[src/hdl/eiu_map.svh]
/*
 constant map of the external pin interrupt unit: register offsets, field positions, reset values, timing counts.
 assumes inclusion by bare name from the design files.
*/
`ifndef EIU_MAP_SVH
`define EIU_MAP_SVH

`define EIU_PRIMARY_CONTROL_OFF    12'h000
`define EIU_SYNC_BUSY_STATUS_OFF   12'h004
`define EIU_LINE_ENABLE_CONTROL_OFF 12'h008
`define EIU_IRQ_ENABLE_OFF         12'h00c
`define EIU_LINE_ENABLE_CLEAR_OFF  12'h010
`define EIU_LINE_FLAG_STATUS_OFF   12'h014
`define EIU_NMI_CONTROL_OFF        12'h018
`define EIU_NMI_FLAG_OFF           12'h01c
`define EIU_IRQ_STATUS_OFF         12'h020
`define EIU_IRQ_CLEAR_OFF          12'h024
`define EIU_SENSE_BASE_OFF         12'h040

`define EIU_CTRL_SOFT_RESET_BIT    0
`define EIU_CTRL_ENABLE_BIT        1
`define EIU_BUSY_SOFT_RESET_BIT    0
`define EIU_BUSY_ENABLE_BIT        1

`define EIU_SENSE_FILTER_BIT       3
`define EIU_SENSE_ASYNC_BIT        4

`define EIU_RESET_WORD             32'h0000_0000
`define EIU_SYNC_STAGES            2'h3
`define EIU_FILTER_TAPS            3

`endif

[src/hdl/eiu_pkg.sv]
/*
 types of the external pin interrupt unit.
 assumes nothing beyond a systemverilog compiler.
*/
package eiu_pkg;
	typedef enum logic [2:0]
	{
		EIU_SENSE_NONE = 3'h0,
		EIU_SENSE_RISE = 3'h1,
		EIU_SENSE_FALL = 3'h2,
		EIU_SENSE_BOTH = 3'h3,
		EIU_SENSE_HIGH = 3'h4,
		EIU_SENSE_LOW  = 3'h5
	} eiu_sense_t;
	typedef enum logic [1:0]
	{
		EIU_ST_IDLE  = 2'h0,
		EIU_ST_SYNC  = 2'h1,
		EIU_ST_CLEAN = 2'h2
	} eiu_state_t;
endpackage : eiu_pkg

[src/hdl/eiu_unit.sv]
/*
 external pin interrupt unit: 32 maskable lines plus one non-maskable line, apb register slave.
 assumes pins synchronous to pclk, a single clock, apb master per amba apb3.
*/
// What this block does
// RULE1 - there are 32 ordinary external lines and one extra non-maskable line.
// RULE2 - each ordinary line has its own mask that blocks only that line.
// RULE3 - each line senses rising edge, falling edge, both edges, high level or low level.
// RULE4 - each line has a selectable filter that removes short spikes before sensing.
// RULE5 - each line may detect asynchronously so a valid condition can wake the device with clocks stopped; wake_req here is a pclk register gated by clk_en.
// RULE6 - edge detection per line is selectable between clocked and asynchronous mode.
// RULE7 - a detected condition on an ordinary line also produces an event toward other units.
// RULE8 - the non-maskable line senses like the others but drives the processor non-maskable request.
// RULE9 - busy bit 1 reads 1 while a global enable write is crossing domains, 0 once done.
// RULE10 - busy bit 0 reads 1 while a software reset write is being synchronized, 0 once done.
// RULE11 - bit x of the per-line enable register enables external line x.
// RULE12 - writing 0 to a per-line enable bit leaves it unchanged, writing 1 sets it; here writing 1 sets it only while the global enable is off.
// RULE13 - the per-line enable register resets to all zeros.
// RULE14 - an enabled line meeting its sense condition sets its flag and the request stays high while it is set.
// RULE15 - software polls the busy bits until zero before relying on a new enable or reset state.
`include "eiu_map.svh"
`timescale 1ns/1ns
`default_nettype none

module eiu_unit
(
	input  wire logic        pclk,
	input  wire logic        presetn,
	input  wire logic        clk_en,
	input  wire logic        psel,
	input  wire logic        penable,
	input  wire logic        pwrite,
	input  wire logic [11:0] paddr,
	input  wire logic [31:0] pwdata,
	output var  logic [31:0] prdata,
	output var  logic        pready,
	output var  logic        pslverr,
	input  wire logic [31:0] external_line,
	input  wire logic        nmi_line,
	output var  logic [31:0] line_event,
	output var  logic [31:0] line_irq,
	output var  logic        nmi_req,
	output var  logic        wake_req,
	output var  logic        irq
);

	function automatic logic sense_hit(input logic [2:0] mode, input logic now, input logic last);
		unique case (mode)
			eiu_pkg::EIU_SENSE_RISE: sense_hit = now & ~last;
			eiu_pkg::EIU_SENSE_FALL: sense_hit = ~now & last;
			eiu_pkg::EIU_SENSE_BOTH: sense_hit = now ^ last;
			eiu_pkg::EIU_SENSE_HIGH: sense_hit = now;
			eiu_pkg::EIU_SENSE_LOW:  sense_hit = ~now;
			default:                 sense_hit = 1'b0;
		endcase
	endfunction : sense_hit

	function automatic logic level_mode(input logic [2:0] mode);
		level_mode = (mode == eiu_pkg::EIU_SENSE_HIGH) || (mode == eiu_pkg::EIU_SENSE_LOW);
	endfunction : level_mode

	logic                  global_enable;
	logic [31:0]           line_enable_bits;
	logic [31:0]           line_flag_status;
	logic [4:0]            sense_cfg [0:32];
	logic                  nmi_flag;
	logic [1:0]            irq_status;
	logic [1:0]            irq_enable;
	logic                  soft_reset_busy;
	logic                  enable_busy;
	logic [1:0]            sync_cnt;
	logic                  pending_enable;
	eiu_pkg::eiu_state_t   state;
	eiu_pkg::eiu_state_t   next_state;
	logic [32:0]           pin_in;
	logic [32:0]           last_pin;
	logic [32:0]           filt_a;
	logic [32:0]           filt_b;
	logic [32:0]           clean;
	logic [32:0]           hit;
	logic [32:0]           async_hit;

	// the answer is raised at the first enabled edge of a transfer, so a setup edge lost to a low
	// clock enable only postpones the answer instead of hanging the bus
	wire        wr_access   = psel & penable & pwrite & pready & clk_en;
	wire        rd_setup    = psel & ~pwrite & ~pready & clk_en;
	wire [11:0] sense_rel   = paddr - `EIU_SENSE_BASE_OFF;
	wire        sense_sel   = paddr >= `EIU_SENSE_BASE_OFF;
	wire [5:0]  sense_idx   = sense_rel[7:2];
	wire        sense_ok    = sense_sel && (sense_rel[1:0] == 2'h0) && (sense_rel <= 12'h080);
	wire        hit_ctrl    = paddr == `EIU_PRIMARY_CONTROL_OFF;
	wire        known       = sense_ok || (paddr[1:0] == 2'h0 && paddr <= `EIU_IRQ_CLEAR_OFF);
	wire [31:0] flag_set    = hit[31:0] & line_enable_bits & {32{global_enable}};  // RULE2 RULE11 RULE14
	wire        nmi_set     = hit[32] & global_enable;  // RULE8
	wire        wr_flag_clr = wr_access && paddr == `EIU_LINE_FLAG_STATUS_OFF;
	wire        wr_nmi_clr  = wr_access && paddr == `EIU_NMI_FLAG_OFF;
	wire        wr_irq_clr  = wr_access && paddr == `EIU_IRQ_CLEAR_OFF;
	wire        wr_sres     = wr_access && hit_ctrl && pwdata[`EIU_CTRL_SOFT_RESET_BIT];
	wire        wr_en       = wr_access && hit_ctrl && !pwdata[`EIU_CTRL_SOFT_RESET_BIT];
	wire [1:0]  irq_events  = {nmi_set, |flag_set};
	// setting enable bits is write-protected while the global enable is on; clearing them is not
	wire        wr_en_set   = wr_access && !global_enable && paddr == `EIU_LINE_ENABLE_CONTROL_OFF;
	wire        wr_en_clr   = wr_access && paddr == `EIU_LINE_ENABLE_CLEAR_OFF;
	wire        wr_irq_en   = wr_access && paddr == `EIU_IRQ_ENABLE_OFF;
	wire        wr_sense    = wr_access && sense_ok;

	assign pin_in = {nmi_line, external_line};  // RULE1

	// filter: three agreeing samples, else hold; costs two cycles of latency
	genvar g;
	generate
		for (g = 0; g < 33; g++)
		begin : g_line
			wire filt_on = sense_cfg[g][`EIU_SENSE_FILTER_BIT];
			wire agree1  = pin_in[g] & filt_a[g] & filt_b[g];
			wire agree0  = ~(pin_in[g] | filt_a[g] | filt_b[g]);
			wire filt_v  = agree1 ? 1'b1 : (agree0 ? 1'b0 : clean[g]);  // RULE4
			wire cur     = filt_on ? filt_v : pin_in[g];
			// asynchronous mode compares raw pin samples, bypassing the filter, and feeds the wake request
			wire async_on = sense_cfg[g][`EIU_SENSE_ASYNC_BIT] & ~level_mode(sense_cfg[g][2:0]);
			assign async_hit[g] = sense_cfg[g][`EIU_SENSE_ASYNC_BIT]
				& sense_hit(sense_cfg[g][2:0], pin_in[g], last_pin[g]);  // RULE5
			assign hit[g] = async_on ? async_hit[g]
				: sense_hit(sense_cfg[g][2:0], cur, clean[g]);  // RULE3 RULE6
			always_ff @(posedge pclk or negedge presetn)
			begin
				if (!presetn)
				begin
					filt_a[g]   <= 1'b0;
					filt_b[g]   <= 1'b0;
					clean[g]    <= 1'b0;
					last_pin[g] <= 1'b0;
				end
				else if (clk_en)
				begin
					filt_a[g]   <= pin_in[g];
					filt_b[g]   <= filt_a[g];
					clean[g]    <= cur;
					last_pin[g] <= pin_in[g];
				end
			end
		end
	endgenerate

	// write synchronisation of soft reset and enable, modelled as a fixed crossing delay
	always_comb
	begin
		next_state = state;
		unique case (state)
			eiu_pkg::EIU_ST_IDLE:
			begin
				if (wr_sres)
					next_state = eiu_pkg::EIU_ST_CLEAN;
				else if (wr_en)
					next_state = eiu_pkg::EIU_ST_SYNC;
			end
			eiu_pkg::EIU_ST_SYNC:
			begin
				if (sync_cnt == `EIU_SYNC_STAGES)
					next_state = eiu_pkg::EIU_ST_IDLE;
			end
			eiu_pkg::EIU_ST_CLEAN:
			begin
				if (sync_cnt == `EIU_SYNC_STAGES)
					next_state = eiu_pkg::EIU_ST_IDLE;
			end
			default:
				next_state = eiu_pkg::EIU_ST_IDLE;
		endcase
	end

	always_ff @(posedge pclk or negedge presetn)
	begin
		if (!presetn)
		begin
			state           <= eiu_pkg::EIU_ST_IDLE;
			sync_cnt        <= 2'h0;
			pending_enable  <= 1'b0;
			global_enable   <= 1'b0;
			enable_busy     <= 1'b0;
			soft_reset_busy <= 1'b0;
		end
		else if (clk_en)
		begin
			state           <= next_state;
			sync_cnt        <= (state == eiu_pkg::EIU_ST_IDLE) ? 2'h0 : sync_cnt + 2'h1;
			enable_busy     <= next_state == eiu_pkg::EIU_ST_SYNC;  // RULE9
			soft_reset_busy <= next_state == eiu_pkg::EIU_ST_CLEAN;  // RULE10
			if (state == eiu_pkg::EIU_ST_IDLE && wr_en)
				pending_enable <= pwdata[`EIU_CTRL_ENABLE_BIT];
			if (state == eiu_pkg::EIU_ST_SYNC && next_state == eiu_pkg::EIU_ST_IDLE)
				global_enable <= pending_enable;
			else if (state == eiu_pkg::EIU_ST_CLEAN && next_state == eiu_pkg::EIU_ST_IDLE)
				global_enable <= 1'b0;
		end
	end

	wire soft_clear = state == eiu_pkg::EIU_ST_CLEAN && next_state == eiu_pkg::EIU_ST_IDLE;

	always_ff @(posedge pclk or negedge presetn)
	begin
		if (!presetn)
			line_enable_bits <= `EIU_RESET_WORD;  // RULE13
		else if (clk_en)
		begin
			if (soft_clear)
				line_enable_bits <= `EIU_RESET_WORD;
			else if (wr_en_set)
				line_enable_bits <= line_enable_bits | pwdata;  // RULE12
			else if (wr_en_clr)
				line_enable_bits <= line_enable_bits & ~pwdata;
		end
	end

	always_ff @(posedge pclk or negedge presetn)
	begin
		if (!presetn)
		begin
			line_flag_status <= `EIU_RESET_WORD;
			nmi_flag         <= 1'b0;
		end
		else if (clk_en)
		begin
			if (soft_clear)
			begin
				line_flag_status <= `EIU_RESET_WORD;
				nmi_flag         <= 1'b0;
			end
			else
			begin
				// set wins over a simultaneous clear
				line_flag_status <= (line_flag_status & ~(wr_flag_clr ? pwdata : 32'h0)) | flag_set;  // RULE14
				nmi_flag         <= (nmi_flag & ~(wr_nmi_clr & pwdata[0])) | nmi_set;  // RULE8
			end
		end
	end

	always_ff @(posedge pclk or negedge presetn)
	begin
		if (!presetn)
		begin
			irq_status <= 2'h0;
			irq_enable <= 2'h0;
		end
		else if (clk_en)
		begin
			if (soft_clear)
			begin
				irq_status <= 2'h0;
				irq_enable <= 2'h0;
			end
			else
			begin
				irq_status <= (irq_status & ~(wr_irq_clr ? pwdata[1:0] : 2'h0)) | irq_events;
				if (wr_irq_en)
					irq_enable <= pwdata[1:0];
			end
		end
	end

	always_ff @(posedge pclk or negedge presetn)
	begin
		if (!presetn)
		begin
			for (int i = 0; i < 33; i++)
				sense_cfg[i] <= 5'h00;
		end
		else if (clk_en)
		begin
			if (soft_clear)
			begin
				for (int i = 0; i < 33; i++)
					sense_cfg[i] <= 5'h00;
			end
			else if (wr_sense)
				sense_cfg[sense_idx] <= pwdata[4:0];
		end
	end

	wire [31:0] rd_mux =
		(paddr == `EIU_PRIMARY_CONTROL_OFF)     ? {30'h0, global_enable, 1'b0} :
		(paddr == `EIU_SYNC_BUSY_STATUS_OFF)    ? {30'h0, enable_busy, soft_reset_busy} :
		(paddr == `EIU_LINE_ENABLE_CONTROL_OFF) ? line_enable_bits :
		(paddr == `EIU_IRQ_ENABLE_OFF)          ? {30'h0, irq_enable} :
		(paddr == `EIU_LINE_FLAG_STATUS_OFF)    ? line_flag_status :
		(paddr == `EIU_NMI_FLAG_OFF)            ? {31'h0, nmi_flag} :
		(paddr == `EIU_IRQ_STATUS_OFF)          ? {30'h0, irq_status} :
		sense_ok                                ? {27'h0, sense_cfg[sense_idx]} : 32'h0;

	always_ff @(posedge pclk or negedge presetn)
	begin
		if (!presetn)
		begin
			prdata     <= 32'h0;
			pready     <= 1'b0;
			pslverr    <= 1'b0;
			line_event <= 32'h0;
			line_irq   <= 32'h0;
			nmi_req    <= 1'b0;
			wake_req   <= 1'b0;
			irq        <= 1'b0;
		end
		else if (clk_en)
		begin
			pready     <= psel & ~pready;
			pslverr    <= psel & ~pready & ~known;
			if (rd_setup)
				prdata <= rd_mux;
			line_event <= flag_set;  // RULE7
			line_irq   <= line_flag_status;  // RULE2 RULE14
			nmi_req    <= nmi_flag;  // RULE8
			wake_req   <= |(async_hit & {global_enable, line_enable_bits} & {33{global_enable}});  // RULE5
			irq        <= |(irq_status & irq_enable);
		end
	end

endmodule : eiu_unit

`default_nettype wire

[config.mk]
export PLATFORM = sky130hd
export DESIGN_NAME = eiu_unit
export DESIGN_NICKNAME = d
export VERILOG_FILES = /design/src/hdl/eiu_pkg.sv /design/src/hdl/eiu_unit.sv
export VERILOG_INCLUDE_DIRS = /design/src /design/src/hdl
export SDC_FILE = /design/constraint.sdc
export NUM_CORES = 1
export LEC_CHECK = 0
export BUFFER_PORTS_ARGS = -buffer_cell sky130_fd_sc_hd__buf_2
export CORE_ASPECT_RATIO = 1.75
export CORE_UTILIZATION = 35
export CTS_CLUSTER_SIZE = 10
export DETAILED_ROUTE_END_ITERATION = 7
export GPL_TIMING_DRIVEN = 0
export HOLD_SLACK_MARGIN = 0.05
export PLACE_DENSITY = 0.53
export SYNTH_ARGS = -nofsm -noshare
export SYNTH_HDL_FRONTEND = slang
export SYNTH_SLANG_ARGS = --single-unit
[constraint.sdc]
create_clock -name pclk -period 3.6 [get_ports pclk]
set_input_delay 1.08 -clock pclk [delete_from_list [all_inputs] [get_ports pclk]]
set_output_delay 1.08 -clock pclk [all_outputs]
set_load 0.005 [all_outputs]
==> flow_metrics.tcl, run 1 <==
set metrics [dict create \
    status "finished, violations left" \
    failed_checks "setup timing" \
    clkLatencyLatePin_ns 0.66 \
    rrSetupSlack_ns -0.08 \
    p_per_area_mw_per_mm2 358 \
    critPathLaunchType "register" \
    drt_iter0_drc 1780 \
    num_rows 136 \
    drv_slew 0 \
    synth.largest_area_cell "dfrtp_1" \
    synth_edf_count 0 \
    r2r_end "irq_status[0]$_DFFE_PN0P_" \
    vias_per_cell 5.73 \
    vias 24400 \
    wl_um 114000 \
    crit_start "global_enable$_DFFE_PN0P_" \
    period_share 1.02 \
    grt_max_degree 112 \
    rsz0062_at_grt "true" \
    ys_types 84 \
    die-area_mm2 0.0802 \
    nets 3517 \
    clk_pin_slew_ns 0.07 \
    layout.cells.non_filler 4252 \
    gr-total-overflow 0 \
    cts_tree "built" \
    synth.area.top_cells "dfrtp_1, ha_1, o21ai_0" \
    dp_cells 4170 \
    layout-drive-gt1-share 0.164 \
    synth_area_mm2 0.0277 \
    setup.worst_path.end "irq_status[0]$_DFFE_PN0P_" \
    tns_ns -0.131 \
    drtPass1Iterations 6 \
    fmax_mhz 272 \
    cts_made_buffers 52 \
    maxSlewHeadroom 0.0802 \
    syn_to_final_growth_pct 15.3 \
    die_y_um 374 \
    ys_seq_elements 442 \
    cp-end-kind "register" \
    worstPathArrival_ns 4.24 \
    start_util 0.353 \
    portBuffers 179 \
    ff2ff_path_depth 7 \
    cts_root_buf "clkbuf_16" \
    design.portCount 184 \
    wl_per_cell_um 26.9 \
    syn_inst 2951 \
    hold_class "primary input to async pin" \
    post-route-drc-count 0 \
    synthArstFlopShare 1.00 \
    path_max_fanout 10 \
    dpl.hpwl_um 87900 \
    antenna_found_initial 10 \
    synth.top_cell.area_share 0.400 \
    htreeDepth 2 \
    cts_sinks 442 \
    track_usage 0.283 \
    ant_nets 0 \
    setup_ws_ns -0.0756 \
    syn_area_per_cell_um2 9.38 \
    yosys_warnings 0 \
    p_leak_nw 14.3 \
    synth-seq-area-share 0.400 \
    first_global_vias 23900 \
    maxCapViolCount 0 \
    fp.dieW_um 215 \
    cts_buffer_depth 3 \
    fin_skew_ns 0.0337 \
    synth_ff_type "dfrtp_1" \
    syn_nets 3270 \
    worstPathRequired_ns 4.16 \
    fin_crit_ns 3.68 \
    place_congestion 1.00 \
    max-vdd-ir-drop_v 0.000356 \
    critPathKind "register to register" \
    hold_violations 0 \
    worst_pin_slew_ns 1.38 \
    grt_pass1_wl_um 165000 \
    core_mm2 0.0784 \
    r2r_start "global_enable$_DFFE_PN0P_" \
    setup_viol 3 \
]
[kinds of logic (layout without fill, tap and decap cells)]
group           Yosys count  after routing  synth area share
xor+xnor                 49             49            0.0155
fa+ha+maj               236            236             0.107
simple gates            900            900             0.161
mux                     187            187            0.0942
compound gates          742            742             0.169
other cells               0              4                 0
buf+inv                 395            657            0.0541
flops                   442            442             0.400
[synthesized netlist by cell type (all sizes together) (17+ instances only)]
library cell and n:
nand2b 63, dfrtp 442, o22ai 17, xor2 24
nor3 20, a21o 21, ha 236, buf 19
a31oi 37, mux2i 33, mux4 48, xnor2 25
clkbuf 142, inv 233, nor2 141, a22oi 31
a32o 22, nor2b 47, a21oi 114, o21ai 343
mux2 106, nand2 288, nand3 222
[worst max-delay path, stage by stage (launching register included)]
cell	delay, ns
dfrtp_1	0.89
clkbuf_2	0.61
clkbuf_2	0.63
o211ai_1	0.21
a21oi_2	0.68
nor4_1	0.13
and4_1	0.23
a31oi_1	0.17
[flip-flops by register name, indices dropped and copies added (netlist names), 2 cells and up]
signal and count:
irq_status 2, irq_enable 2, line_irq 32, sync_cnt 2, state 2, clean 33, filt_b 33, line_flag_status 32
filt_a 33, sense_cfg 132, g_line.filt_on 33, prdata 32, line_event 32, line_enable_bits 32
[per-layer routing]
| layer | up-vias | track usage | share of wire |
|---|---|---|---|
| met4 | 6 | 0.239 | 0.10 |
| met5 | - | 0 | 0.00032 |
| met2 | 879 | 0.496 | 0.50 |
| met1 | 12200 | 0.298 | 0.35 |
| met3 | 339 | 0.0402 | 0.051 |
| li1 | 11000 | - | - |
[final cells by class]
class,instances,area [um2]
Antenna cell,4,10.0
Buffer,161,727
Clock buffer,65,1430
Clock inverter,4,78.8
Fill cell,7896,46500
Inverter,234,882
Multi-Input combinational cell,2114,15300
Sequential cell,442,11100
Tap cell,1035,1290
Timing Repair Buffer,193,1100
[where the power goes]
group / total, mW / internal, mW / switching, mW
logic: 1.09 / 0.373 / 0.718
clock network: 5.10 / 2.83 / 2.27
registers: 5.23 / 5.10 / 0.124
[cell usage in the layout, fill, tap and decap left out, types with 31 or more instances in the layout]
cell,synthesis,final
nor2_1,141,137
a22oi_1,31,31
mux4_2,48,48
nor2b_1,47,47
a21oi_1,114,112
nand2b_1,63,63
o21ai_1,30,35
a31oi_1,37,35
nand2_1,285,281
mux2_2,106,106
clkbuf_1,142,113
o21ai_0,312,307
buf_2,8,185
nand3_1,222,219
clkbuf_16,0,53
ha_1,236,235
mux2i_1,33,33
inv_1,232,231
dfrtp_1,442,442
[worst min-delay path by stage]
stage	startpoint	to	slack (ns)	cells after the start
6_report	presetn	line_irq[5]$_DFFE_PN0P_	0.37	1
5_1_grt	presetn	line_irq[5]$_DFFE_PN0P_	0.40	1
4_1_cts	presetn	line_flag_status[4]$_DFFE_PN0P_	0.38	1
3_5_place_dp	prdata[22]$_DFFE_PN0P_	prdata[22]$_DFFE_PN0P_	0.47	2
3_3_place_gp	prdata[29]$_DFFE_PN0P_	prdata[29]$_DFFE_PN0P_	0.46	2
2_1_floorplan	prdata[10]$_DFFE_PN0P_	prdata[10]$_DFFE_PN0P_	0.47	2
[repair_timing]
item                                    4_1_cts  5_1_grt
gates resized for setup                      66       47
hold buffers                                  0        0
pin swaps                                     2        5
buffers inserted                              5        4
endpoints found under the setup margin      309      229
[through the flow]
step	hold WS [ns]	utilization	instance area [um2]	total power, mW	setup slack, ns
6_report	0.372	0.407	31900	11.4	-0.0756
5_1_grt	0.398	0.407	31900	11.8	-0.0373
4_1_cts	0.384	0.405	31800	11.5	0.00203
3_5_place_dp	0.470	0.383	30000	6.40	-1.89
3_3_place_gp	0.461	0.381	29900	6.37	-8.30
2_1_floorplan	0.473	-	27700	5.85	-0.0205
Note: power is estimated with default switching activity, not from simulation.
==> inputs of run 2 (changes only) <==
--- a/config.mk
+++ b/config.mk
@@ -8,12 +8,14 @@
 export LEC_CHECK = 0
 export BUFFER_PORTS_ARGS = -buffer_cell sky130_fd_sc_hd__buf_2
 export CORE_ASPECT_RATIO = 1.75
-export CORE_UTILIZATION = 35
+export CORE_UTILIZATION = 25
 export CTS_CLUSTER_SIZE = 10
 export DETAILED_ROUTE_END_ITERATION = 7
 export GPL_TIMING_DRIVEN = 0
 export HOLD_SLACK_MARGIN = 0.05
-export PLACE_DENSITY = 0.53
+export PLACE_DENSITY = 0.42
+export RECOVER_POWER = 25
+export REMOVE_ABC_BUFFERS = 1
 export SYNTH_ARGS = -nofsm -noshare
 export SYNTH_HDL_FRONTEND = slang
 export SYNTH_SLANG_ARGS = --single-unit
==> flow_metrics.tcl, run 2 (synthesis results as in run 1) <==
set metrics [dict create \
    gr-usage-met2 0.347 \
    placed_cell_area_mm2 0.0305 \
    met1_usage 0.227 \
    status "finished, violations left" \
    die-area_mm2 0.112 \
    ant_nets 0 \
    drt_iter0_drc 1588 \
    cts_sinks 442 \
    design.portCount 184 \
    first_global_vias 23100 \
    syn_to_final_growth_pct 17.9 \
    num_rows 161 \
    place_congestion 0.847 \
    cp-end-kind "register" \
    portBuffers 183 \
    drtPass1Iterations 6 \
    cts_made_buffers 54 \
    start_util 0.252 \
    final_common_cell "dfrtp_1" \
    rsz0062_at_grt "false" \
    wl_per_cell_um 23.7 \
    p_per_area_mw_per_mm2 352 \
    vias_per_cell 5.04 \
    cp_slowest_cell "nor4_2" \
    p_leak_nw 14.4 \
    failed_checks "capacitance limit, slew limit" \
    hold_violations 0 \
    top_usage_layer "met2" \
    fin_crit_ns 3.55 \
    maxCapViolCount 3 \
    cp.depth 11 \
    setup_viol 0 \
    htreeDepth 2 \
    fp.dieW_um 253 \
    final_util 0.297 \
    path_buf_inv 2 \
    antenna_found_initial 24 \
    design_area_mm2 0.0326 \
    fin_skew_ns 0.0193 \
    path_max_fanout 6 \
    gr-total-overflow 0 \
    top_register "sense_cfg" \
    critical-path-max-stage-delay_ns 0.48 \
    track_usage 0.192 \
    clkLatencyLatePin_ns 0.65 \
    cts_root_buf "clkbuf_16" \
    nets 3411 \
    grt_util_met3 0.0258 \
    rrSetupSlack_ns 0.25 \
    max-vdd-ir-drop_v 0.000334 \
    layout-drive-gt1-share 0.175 \
    crit_chain "buf_2, inv_1, ha_1, mux2_2, a221o_1, nand4_1, nand4_1, nor3_1, nand4_1, nor4_2, o2bb2ai_1" \
    drv_slew 248 \
    critPathLaunchType "primary input" \
    r2r_start "filt_a[20]$_DFFE_PN0P_" \
    worstPathRequired_ns 4.12 \
    crit_start "external_line[20]" \
    wl_um 109000 \
    final_cell_mix "dfrtp_1, o21ai_0, nand2_1" \
    critPathKind "primary input to register" \
    cts_tree "built" \
    worstPathArrival_ns 4.07 \
    vias 23100 \
    ff2ff_path_depth 10 \
    core_mm2 0.110 \
    total_power_mw 11.5 \
    post-route-drc-count 0 \
    period_share 0.986 \
    grt_max_degree 105 \
    die_y_um 442 \
    setup.worst_path.end "wake_req$_DFFE_PN0P_" \
    cts_buffer_depth 3 \
    clk_pin_slew_ns 0.06 \
    postCtsHoldBufs 0 \
    dpl.hpwl_um 78400 \
    grt_pass1_wl_um 158000 \
    fmax_mhz 282 \
    largest_reg_flops 132 \
    worst_pin_slew_ns 1.95 \
    hold_class "primary input to async pin" \
    r2r_end "wake_req$_DFFE_PN0P_" \
    maxSlewHeadroom -0.301 \
    cp_common_cell "nand4_1" \
    critPathTopFamily "simple AND/OR/NAND/NOR gates" \
]
run 2: changes by cell type in the layout (fill, tap and decap cells not counted), sizes merged:
| cell | change |
|---|---|
| clkinv | +6 |
| inv | -1 |
| diode | +3 |
| buf | +35 |
| nand2 | +2 |
| clkbuf | -133 |
| clkdlybuf4s15 | -4 |
run 2: metal layers:
layer,share of wire,vias to the layer above,wire (um)
li1,-,10800,-
met1,0.40,11600,43500
met2,0.52,545,56500
met3,0.042,167,4600
met4,0.036,14,3940
met5,0.00064,-,69
run 2: layout make-up:
class	count	area, um2
repair buffers	244	1840
clock inverters	9	76.3
multi-input cells	2116	15400
clock buffers	73	1470
flip-flops and latches	442	11100
inverters	234	881
fillers	11500	77200
well taps	1467	1840
diodes	7	17.5
run 2: report_power, final:
| part | total (mW) | leakage [nW] | switching (mW) | internal (mW) |
|---|---|---|---|---|
| combinational | 1.04 | 7.76 | 0.658 | 0.383 |
| sequential | 5.22 | 5.93 | 0.121 | 5.10 |
| clock | 5.22 | 0.759 | 2.34 | 2.89 |
| total | 11.5 | 14.4 | 3.12 | 8.37 |
run 2: metrics by stage:
step           std cells  TNS [ns]  setup WS, ns  hold slack, ns
6_report            4592         0        0.0514           0.306
4_1_cts             4574         0       0.00115           0.320
3_3_place_gp        4440  -7292.23        -12.91           0.461
5_1_grt             4590         0       0.00502           0.326
2_1_floorplan       2790   -572.74         -3.47           0.473
3_5_place_dp        4469   -517.73         -2.57           0.468
run 2: worst min path at each step:
| stage | depth (start not counted) | endpoint | startpoint |
|---|---|---|---|
| finish | 1 | line_irq[27]$_DFFE_PN0P_ | presetn |
| global route | 1 | line_irq[27]$_DFFE_PN0P_ | presetn |
| CTS | 1 | line_irq[27]$_DFFE_PN0P_ | presetn |
| detailed placement | 2 | prdata[24]$_DFFE_PN0P_ | prdata[24]$_DFFE_PN0P_ |
| global placement | 2 | prdata[24]$_DFFE_PN0P_ | prdata[24]$_DFFE_PN0P_ |
| floorplan | 2 | prdata[10]$_DFFE_PN0P_ | prdata[10]$_DFFE_PN0P_ |
run 2: what timing repair did:
item | in CTS | in global routing
setup buffers | 20 | 10
cloned | 3 | 1
setup endpoints to repair | 252 | 198
pin swaps | 13 | 5
resized for setup | 31 | 23
